$ cat src/inc/timer_pkg.sv
// Shared constants and types for the timer control block
package timer_pkg;

    localparam int ADDR_W = 10;
    localparam int DATA_W = 32;
    localparam int PIN_W  = 4;

    // Register indices; byte address is four times the index
    localparam logic [7:0] IDX_CTRL    = 8'h88;
    localparam logic [7:0] IDX_MODE    = 8'h89;
    localparam logic [7:0] IDX_T0_LOW  = 8'h8A;
    localparam logic [7:0] IDX_T1_LOW  = 8'h8B;
    localparam logic [7:0] IDX_T0_HIGH = 8'h8C;
    localparam logic [7:0] IDX_T1_HIGH = 8'h8D;
    localparam logic [7:0] IDX_SERVICE = 8'h90;

    localparam logic [7:0] CTRL_RESET = 8'h00;
    localparam logic [7:0] MODE_RESET = 8'h00;
    localparam logic [7:0] BYTE_RESET = 8'h00;
    localparam logic [7:0] BYTE_MAX   = 8'hFF;
    localparam logic [7:0] BYTE_ONE   = 8'h01;
    localparam logic [4:0] PRESC_MAX  = 5'h1F;
    localparam logic [4:0] PRESC_ONE  = 5'h01;

    // Timer tick is the peripheral clock divided by six
    localparam logic [2:0] TICK_LAST = 3'h5;
    localparam logic [2:0] TICK_ONE  = 3'h1;

    // Service register bits (write one to acknowledge)
    localparam int SVC_EXT0 = 0;
    localparam int SVC_T0   = 1;
    localparam int SVC_EXT1 = 2;
    localparam int SVC_T1   = 3;

    // Pin vector positions
    localparam int PIN_IRQ0 = 0;
    localparam int PIN_IRQ1 = 1;
    localparam int PIN_T0   = 2;
    localparam int PIN_T1   = 3;

    typedef enum logic [1:0]
    {
        MODE_13BIT  = 2'h0,
        MODE_16BIT  = 2'h1,
        MODE_RELOAD = 2'h2,
        MODE_SPLIT  = 2'h3
    } timer_mode_t;

    typedef struct packed
    {
        logic timer1_overflow_flag;
        logic timer1_run_bit;
        logic timer0_overflow_flag;
        logic timer0_run_bit;
        logic ext_irq1_request_flag;
        logic ext_irq1_edge_select;
        logic ext_irq0_request_flag;
        logic ext_irq0_edge_select;
    } counter_control_t;

    typedef struct packed
    {
        logic        timer1_pin_gating;
        logic        timer1_count_source_select;
        timer_mode_t timer1_mode;
        logic        timer0_pin_gating;
        logic        timer0_count_source_select;
        timer_mode_t timer0_mode;
    } counter_mode_select_t;

    typedef struct packed
    {
        logic       ovf;
        logic [7:0] high;
        logic [7:0] low;
    } count_step_t;

endpackage

$ cat src/design/timer_ctrl.sv
// Timer 0/1 control, mode and counting logic with Avalon-MM slave
//
// How it works
// [RULE_01] External pin 0 condition sets its flag
// [RULE_02] Servicing clears edge flags, not level flags
// [RULE_03] Gating off: run bit alone enables
// [RULE_04] Gating on: run bit and pin high
// [RULE_05] Timer select counts divided system clock
// [RULE_06] Counter select counts pin falling edges
// [RULE_07] Overflow sets flag; service clears it
// [RULE_08] Mode 0: 5-bit prescaler feeds high byte
// [RULE_09] Mode 2: low byte reloads from high
// [RULE_10] Mode 3 splits timer 0; timer 1 holds
// [RULE_11] Mode field decodes four modes
//
// The Avalon-MM interface to the registers was chosen for this implementation.
`timescale 1ns/1ps
`default_nettype none
module timer_ctrl
    import timer_pkg::*;
(
    input  wire logic              clk_sys,
    input  wire logic              nrst,
    input  wire logic [ADDR_W-1:0] avs_address,
    input  wire logic              avs_read,
    input  wire logic              avs_write,
    input  wire logic [DATA_W-1:0] avs_writedata,
    input  wire logic [3:0]        avs_byteenable,
    output logic      [DATA_W-1:0] avs_readdata,
    output logic                   avs_waitrequest,
    input  wire logic              ext_irq0_pin,
    input  wire logic              ext_irq1_pin,
    input  wire logic              timer0_count_pin,
    input  wire logic              timer1_count_pin,
    output logic                   timer0_irq,
    output logic                   timer1_irq,
    output logic                   ext_irq0_irq,
    output logic                   ext_irq1_irq
);

    counter_control_t     ctrl_q;
    counter_control_t     ctrl_d;
    counter_mode_select_t mode_q;
    logic [7:0]           t0_low_q;
    logic [7:0]           t0_high_q;
    logic [7:0]           t1_low_q;
    logic [7:0]           t1_high_q;
    logic [7:0]           t0_low_d;
    logic [7:0]           t0_high_d;
    logic [7:0]           t1_low_d;
    logic [7:0]           t1_high_d;
    logic                 t0_ovf;
    logic                 t0h_ovf;
    logic                 t1_ovf;
    logic [2:0]           div_q;
    logic                 tick;
    logic                 wait_q;
    logic [DATA_W-1:0]    rdata_q;
    logic [7:0]           rd_byte;
    logic [PIN_W-1:0]     pin_level;
    logic [PIN_W-1:0]     pin_fall;
    logic                 split0;
    logic                 en0;
    logic                 en0h;
    logic                 en1;
    logic                 wr_go;
    logic [7:0]           wr_byte;
    logic [7:0]           wr_idx;
    count_step_t          s0;
    count_step_t          s1;

    pin_sync #(.W(PIN_W)) u_pin_sync
    (
        .clk_sys   (clk_sys),
        .nrst      (nrst),
        .pin_async ({timer1_count_pin, timer0_count_pin,
                     ext_irq1_pin, ext_irq0_pin}),
        .level     (pin_level),
        .fall      (pin_fall)
    );

    // One count step of a timer in modes 0 to 2; mode 3 holds
    function automatic count_step_t step(
        input timer_mode_t m,
        input logic [7:0]  lo,
        input logic [7:0]  hi
    );
        count_step_t r;
        r = '{ovf: 1'b0, high: hi, low: lo};
        // [RULE_11] mode field decode
        case (m)
            // [RULE_08] prescaler carry into high byte
            MODE_13BIT:
            begin
                r.low = {lo[7:5], lo[4:0] + PRESC_ONE};
                if (lo[4:0] == PRESC_MAX)
                begin
                    r.high = hi + BYTE_ONE;
                    r.ovf  = (hi == BYTE_MAX);
                end
            end
            MODE_16BIT:
            begin
                r.low = lo + BYTE_ONE;
                if (lo == BYTE_MAX)
                begin
                    r.high = hi + BYTE_ONE;
                    r.ovf  = (hi == BYTE_MAX);
                end
            end
            // [RULE_09] reload low from high
            MODE_RELOAD:
            begin
                r.low = (lo == BYTE_MAX) ? hi : lo + BYTE_ONE;
                r.ovf = (lo == BYTE_MAX);
            end
            default:
            begin
                r.ovf = 1'b0;
            end
        endcase
        return r;
    endfunction

    // Machine-cycle tick divider
    always_ff @(posedge clk_sys or negedge nrst)
    begin
        if (!nrst)
            div_q <= '0;
        else if (tick)
            div_q <= '0;
        else
            div_q <= div_q + TICK_ONE;
    end

    assign tick   = (div_q == TICK_LAST);
    assign split0 = (mode_q.timer0_mode == MODE_SPLIT);

    // Count enables
    always_comb
    begin
        // [RULE_03] [RULE_04] gating by run bit and pin
        // [RULE_05] [RULE_06] tick or pin falling edge
        en0 = ctrl_q.timer0_run_bit
            & (~mode_q.timer0_pin_gating | pin_level[PIN_IRQ0])
            & (mode_q.timer0_count_source_select ? pin_fall[PIN_T0]
                                                 : tick);
        // [RULE_10] high byte borrows timer 1 run bit
        en0h = split0 & ctrl_q.timer1_run_bit & tick;
        // Timer 1 loses its run bit to timer 0 while split
        en1 = (split0 | ctrl_q.timer1_run_bit)
            & (~mode_q.timer1_pin_gating | pin_level[PIN_IRQ1])
            & (mode_q.timer1_count_source_select ? pin_fall[PIN_T1]
                                                 : tick);
    end

    // Next counts
    always_comb
    begin
        s0 = step(mode_q.timer0_mode, t0_low_q, t0_high_q);
        s1 = step(mode_q.timer1_mode, t1_low_q, t1_high_q);
        t0_low_d  = t0_low_q;
        t0_high_d = t0_high_q;
        t1_low_d  = t1_low_q;
        t1_high_d = t1_high_q;
        t0_ovf    = 1'b0;
        t0h_ovf   = 1'b0;
        t1_ovf    = 1'b0;
        // [RULE_10] two independent 8-bit counters
        if (split0)
        begin
            if (en0)
            begin
                t0_low_d = t0_low_q + BYTE_ONE;
                t0_ovf   = (t0_low_q == BYTE_MAX);
            end
            if (en0h)
            begin
                t0_high_d = t0_high_q + BYTE_ONE;
                t0h_ovf   = (t0_high_q == BYTE_MAX);
            end
        end
        else if (en0)
        begin
            t0_low_d  = s0.low;
            t0_high_d = s0.high;
            t0_ovf    = s0.ovf;
        end
        // [RULE_10] mode 3 on timer 1 yields no step
        if (en1)
        begin
            t1_low_d  = s1.low;
            t1_high_d = s1.high;
            t1_ovf    = s1.ovf;
        end
    end

    // Bus request decode; action at the edge waitrequest is low
    assign wr_go   = avs_write & ~wait_q & avs_byteenable[0];
    assign wr_byte = avs_writedata[7:0];
    assign wr_idx  = avs_address[ADDR_W-1:2];

    // Count bytes; a software write wins over a count step
    always_ff @(posedge clk_sys or negedge nrst)
    begin
        if (!nrst)
        begin
            t0_low_q  <= BYTE_RESET;
            t0_high_q <= BYTE_RESET;
            t1_low_q  <= BYTE_RESET;
            t1_high_q <= BYTE_RESET;
        end
        else
        begin
            t0_low_q  <= (wr_go && wr_idx == IDX_T0_LOW)  ? wr_byte
                                                          : t0_low_d;
            t0_high_q <= (wr_go && wr_idx == IDX_T0_HIGH) ? wr_byte
                                                          : t0_high_d;
            t1_low_q  <= (wr_go && wr_idx == IDX_T1_LOW)  ? wr_byte
                                                          : t1_low_d;
            t1_high_q <= (wr_go && wr_idx == IDX_T1_HIGH) ? wr_byte
                                                          : t1_high_d;
        end
    end

    // Control flags: software first, hardware sets override
    always_comb
    begin
        ctrl_d = ctrl_q;
        if (wr_go && wr_idx == IDX_CTRL)
            ctrl_d = counter_control_t'(wr_byte);
        if (wr_go && wr_idx == IDX_SERVICE)
        begin
            // [RULE_07] vectoring clears overflow flags
            if (wr_byte[SVC_T0])
                ctrl_d.timer0_overflow_flag = 1'b0;
            if (wr_byte[SVC_T1])
                ctrl_d.timer1_overflow_flag = 1'b0;
            // [RULE_02] edge mode only
            if (wr_byte[SVC_EXT0] && ctrl_q.ext_irq0_edge_select)
                ctrl_d.ext_irq0_request_flag = 1'b0;
            if (wr_byte[SVC_EXT1] && ctrl_q.ext_irq1_edge_select)
                ctrl_d.ext_irq1_request_flag = 1'b0;
        end
        // [RULE_07] overflow sets flag
        if (t0_ovf)
            ctrl_d.timer0_overflow_flag = 1'b1;
        if (t0h_ovf || (t1_ovf && !split0))
            ctrl_d.timer1_overflow_flag = 1'b1;
        // [RULE_01] falling edge or low level, per select
        if (ctrl_q.ext_irq0_edge_select ? pin_fall[PIN_IRQ0]
                                        : ~pin_level[PIN_IRQ0])
            ctrl_d.ext_irq0_request_flag = 1'b1;
        if (ctrl_q.ext_irq1_edge_select ? pin_fall[PIN_IRQ1]
                                        : ~pin_level[PIN_IRQ1])
            ctrl_d.ext_irq1_request_flag = 1'b1;
    end

    // Control register
    always_ff @(posedge clk_sys or negedge nrst)
    begin
        if (!nrst)
            ctrl_q <= counter_control_t'(CTRL_RESET);
        else
            ctrl_q <= ctrl_d;
    end

    // Mode register; stop a timer before changing its mode
    always_ff @(posedge clk_sys or negedge nrst)
    begin
        if (!nrst)
            mode_q <= counter_mode_select_t'(MODE_RESET);
        else if (wr_go && wr_idx == IDX_MODE)
            mode_q <= counter_mode_select_t'(wr_byte);
    end

    // Read mux; unmapped addresses and the service register read 0
    always_comb
    begin
        case (wr_idx)
            IDX_CTRL:    rd_byte = ctrl_q;
            IDX_MODE:    rd_byte = mode_q;
            IDX_T0_LOW:  rd_byte = t0_low_q;
            IDX_T1_LOW:  rd_byte = t1_low_q;
            IDX_T0_HIGH: rd_byte = t0_high_q;
            IDX_T1_HIGH: rd_byte = t1_high_q;
            default:     rd_byte = BYTE_RESET;
        endcase
    end

    // One wait state per access so read data comes from a flop
    always_ff @(posedge clk_sys or negedge nrst)
    begin
        if (!nrst)
        begin
            wait_q  <= 1'b1;
            rdata_q <= '0;
        end
        else
        begin
            wait_q <= ~((avs_read | avs_write) & wait_q);
            if (avs_read && wait_q)
                rdata_q <= {{(DATA_W-8){1'b0}}, rd_byte};
        end
    end

    assign avs_readdata    = rdata_q;
    assign avs_waitrequest = wait_q;
    assign timer0_irq      = ctrl_q.timer0_overflow_flag;
    assign timer1_irq      = ctrl_q.timer1_overflow_flag;
    assign ext_irq0_irq    = ctrl_q.ext_irq0_request_flag;
    assign ext_irq1_irq    = ctrl_q.ext_irq1_request_flag;

endmodule
`default_nettype wire

$ cat src/design/pin_sync.sv
// Two-stage synchroniser with falling edge detect for the pins
`timescale 1ns/1ps
`default_nettype none
module pin_sync
    import timer_pkg::*;
#(
    parameter int W = PIN_W
)
(
    input  wire logic         clk_sys,
    input  wire logic         nrst,
    input  wire logic [W-1:0] pin_async,
    output logic      [W-1:0] level,
    output logic      [W-1:0] fall
);

    logic [W-1:0] meta_q;
    logic [W-1:0] sync_q;
    logic [W-1:0] prev_q;

    // Pins idle high, so reset to ones to avoid a false edge
    always_ff @(posedge clk_sys or negedge nrst)
    begin
        if (!nrst)
        begin
            meta_q <= '1;
            sync_q <= '1;
            prev_q <= '1;
        end
        else
        begin
            meta_q <= pin_async;
            sync_q <= meta_q;
            prev_q <= sync_q;
        end
    end

    // Edge taken only after the second stage
    assign level = sync_q;
    assign fall  = prev_q & ~sync_q;

endmodule
`default_nettype wire

$ cat config.mk
export PLATFORM = sky130hd
export DESIGN_NAME = timer_ctrl
export DESIGN_NICKNAME = d
export VERILOG_FILES = /design/src/inc/timer_pkg.sv /design/src/design/timer_ctrl.sv /design/src/design/pin_sync.sv
export SDC_FILE = /design/constraint.sdc
export NUM_CORES = 1
export LEC_CHECK = 0
export BUFFER_PORTS_ARGS = -buffer_cell sky130_fd_sc_hd__buf_2
export CORE_MARGIN = 2
export CORE_UTILIZATION = 30
export DETAILED_ROUTE_END_ITERATION = 6
export HOLD_SLACK_MARGIN = 0.08
export PLACE_DENSITY = 0.54
export RECOVER_POWER = 25
export SETUP_SLACK_MARGIN = 0.3
export SLEW_MARGIN = 20
export SYNTH_ARGS = -nofsm -noshare
export SYNTH_HDL_FRONTEND = slang
export SYNTH_SLANG_ARGS = --single-unit
$ cat constraint.sdc
create_clock -name clk_sys -period 4.46 [get_ports clk_sys]
set_clock_uncertainty 0.1 [all_clocks]
set_input_delay 0.223 -clock clk_sys [delete_from_list [all_inputs] [get_ports clk_sys]]
set_output_delay 0.223 -clock clk_sys [all_outputs]
set_load 0.1 [all_outputs]
==> results.cfg <==
[critical_path]
crit_fanout = 9
required_ns = 4.63
critical_path_class = reg -> reg
worstReg2RegEnd = t0_low_q[1]
startpoint_type = register
reg2reg_from = t0_low_q[0]
cp_slowest_cell = nor3_1
arrival_ns = 2.94
worst_setup_path_end_kind = register
critical_path_buf_inv_count = 0
crit_path_max_incr_delay_ns = 0.83
worst-r2r-cell-count = 6
r2r_slack_ns = 1.70
critical-path-top-delay-family = simple AND/OR/NAND/NOR gates
crit_chain = ha_1, nand4_1, nor3_1, a21oi_1, a211o_1, a31oi_1

[route]
postRouteAntennaNets = 0
dr.pass1.iters = 4
num_vias = 4239
avgViaCountPerCell = 5.527
avgRoutedWirePerCell_um = 19.13
routed_wl_um = 14680
drc = 0
drtIter0Drc = 346

[floorplanning]
io_pins = 91
die_w_um = 130.1
num_rows = 46
die_y_um = 130.1
start_util_pct = 30.35
dieArea_sq_um = 16920
core_sq_um = 15710

[synthesis]
ys_warn_count = 0
synth_flop_cell = dfrtp_1
synth-xor-area-share_pct = 1.469
ys_top_cells_by_area = dfrtp_1, dfstp_2, mux2i_1
yosys_register_bits = 72
syn_area_sq_um = 4768
synth_commonest_cells = dfrtp_1, nand2_1, nor2_1, o21ai_0, a21oi_1
synthAdderAreaFrac_pct = 3.149
synth_top_family_by_area = compound AO/OA/AOI/OAI gates
synth_simple_gate_area_share_pct = 18.66
seq_area_frac_synth_pct = 38.13
avgSynthCellArea_sq_um = 9.277
synth_cell_types = 67
yosysMostFrequentCell = dfrtp_1
synth-async-reset-ratio_pct = 100.0
synth_top_area_share_pct = 30.96
synth_edf_count = 0
yosysTopAreaCell = dfrtp_1
synthCells = 514
synth.area.mux_share_pct = 7.137
synth_compound_area_share_pct = 23.96

[pwr]
ir_worst_vdd_mv = 0.1712
cellLeakagePower_nw = 2.256
p_per_area_nw_per_um2 = 293.3

[sta]
rsz0062_at_grt = false
max_slew_margin_pct = -26.27
hold_viol_final = 0
setup_viol = 0
setup_tns_ns = 0
slew_viol_final = 73
post-route-period-util_pct = 61.97
period_needed_ns = 2.764
hold_ws_ns = 0.1078
fmax_mhz = 361.8
tightest_slew_ns = 1.894

[global_routing]
overflow = 0
grt_max_degree = 73
track_usage_pct = 18.31
antenna_found_initial = 0
grt_pass1_wl_um = 23230
grt_pass1_vias = 3989

[cts]
cts.clk_slew.worst_paths_ns = 0.06
h-tree-depth = 3
clk_latency_ns = 0.35
clock_path_buffers = 2
cts_setup_buffers = 0
cts-root-buf = clkbuf_16
cts_tree = done
cts_buffers = 9
clock_sinks = 72

[cells_and_area]
nets = 612
area_delta_synth_final_pct = 12.81
drive_gt1_share_pct = 14.34
fin_cells = 767
num_antenna_cells = 0
post-route-util_pct = 34.23

[place]
dp.cells = 743
io_buffers = 37
place_congestion = 0.8990
hpwl_um = 10660

[min_path]
min_path_type = in -> reg
hold_path_end = t1_high_q[7]
worstHoldStart = avs_writedata[7]
hold-path-cell-count = 3

[job]
max-cap-violations = 1

[outcome]
violations = capacitance limit, slew limit
outcome = finished with violations
-- logic make-up after synthesis --
logic type                 count (synthesis)
AOI/OAI and AO/OA                        162
and+or+nand+nor                          160
DFF                                       72
buffers and inverters                     66
muxes                                     33
adders and majority gates                 12
xor gates and xnor gates                   8
other                                      1
-- state kept, by name, summed over array words and instances, names as in the netlist --
name               count
ext_irq1_irq           1
t0_low_q               8
t1_high_q              8
ext_irq0_irq           1
avs_waitrequest        1
u_pin_sync.level       4
u_pin_sync.meta_q      4
t1_low_q               8
ctrl_q                 4
t0_high_q              8
div_q                  3
timer1_irq             1
mode_q                 8
u_pin_sync.prev_q      4
timer0_irq             1
avs_readdata           8
-- final cells by class --
cell class / count / area [sq um]
Multi-Input combinational cell: 399 / 2683
Timing Repair Buffer: 46 / 272.8
Inverter: 18 / 67.56
Clock inverter: 3 / 17.52
Clock buffer: 13 / 250.2
Tap cell: 216 / 270.3
Sequential cell: 72 / 1818
Fill cell: 1628 / 10330
-- worst max path at each step --
stage                    startpoint           end  cells past startpoint
finish                  t0_low_q[0]   t0_low_q[1]                      6
global placement          mode_q[0]  t0_high_q[6]                      6
floorplan           avs_waitrequest    timer1_irq                      6
detailed placement        mode_q[0]  t0_high_q[5]                      6
CTS                       mode_q[0]  t0_high_q[5]                      6
global route              mode_q[0]  t0_high_q[5]                      6
-- where the power goes --
group          internal (W)  switching, W
Combinational     0.0000425      0.000170
Clock              0.000390      0.000277
Sequential         0.000675     0.0000231
Total               0.00111      0.000470
-- layout by cell type (no fill, tap or decap), drive strengths merged, types with 4 or more instances in the layout --
| master | netlist | routed |
|---|---|---|
| a21o | 5 | 5 |
| a21oi | 27 | 27 |
| a221o | 12 | 12 |
| a221oi | 4 | 4 |
| a22o | 9 | 9 |
| a31oi | 14 | 14 |
| and3 | 10 | 10 |
| buf | 33 | 37 |
| clkbuf | 15 | 14 |
| conb | 1 | 24 |
| dfrtp | 59 | 59 |
| dfstp | 13 | 13 |
| dlygate4sd3 | 0 | 8 |
| ha | 12 | 12 |
| inv | 18 | 18 |
| mux2 | 8 | 8 |
| mux2i | 25 | 25 |
| nand2 | 37 | 37 |
| nand2b | 5 | 5 |
| nand3 | 17 | 17 |
| nand3b | 5 | 5 |
| nand4 | 7 | 7 |
| nor2 | 29 | 29 |
| nor3 | 10 | 10 |
| nor3b | 6 | 6 |
| o2111ai | 5 | 5 |
| o211ai | 5 | 5 |
| o21ai | 30 | 30 |
| o22ai | 8 | 8 |
| o31ai | 10 | 10 |
| o32ai | 8 | 8 |
| or2 | 4 | 4 |
| or3 | 6 | 6 |
| or4 | 5 | 5 |
| xor2 | 6 | 6 |
-- worst register-to-register path: cells and delay by family (launching register included) --
kind,cells,cell delay (ns)
flip-flops,1,0.49
AND/OR/NAND/NOR,2,1.21
adder cells (fa/ha/maj),1,0.28
AO/OA/AOI/OAI,3,0.60
-- what timing repair did --
action                    in CTS  in global routing
hold buffers                   8                  0
resized for setup              0                  0
hold endpoints to repair      66                  0
-- layer usage --
metal | global-route usage, % | vias up | part of all wire [%]
met4 | 7.147 | 0 | 2.1
li1 | - | 1977 | -
met3 | 3.567 | 22 | 6.0
met2 | 27.96 | 172 | 46
met1 | 25.60 | 2068 | 46
met5 | 0 | - | 0
-- stage by stage --
step	total power [W]	worst slack (ns)	cell area, sq um
3_3_place_gp	0.0009124	1.830	5034
4_1_cts	0.001599	1.756	5381
2_1_floorplan	0.0008721	2.175	4855
5_1_grt	0.001645	1.500	5379
6_report	0.001578	1.696	5379
3_5_place_dp	0.0009144	1.772	5034
No activity file was read; power rests on OpenSTA's default activity.
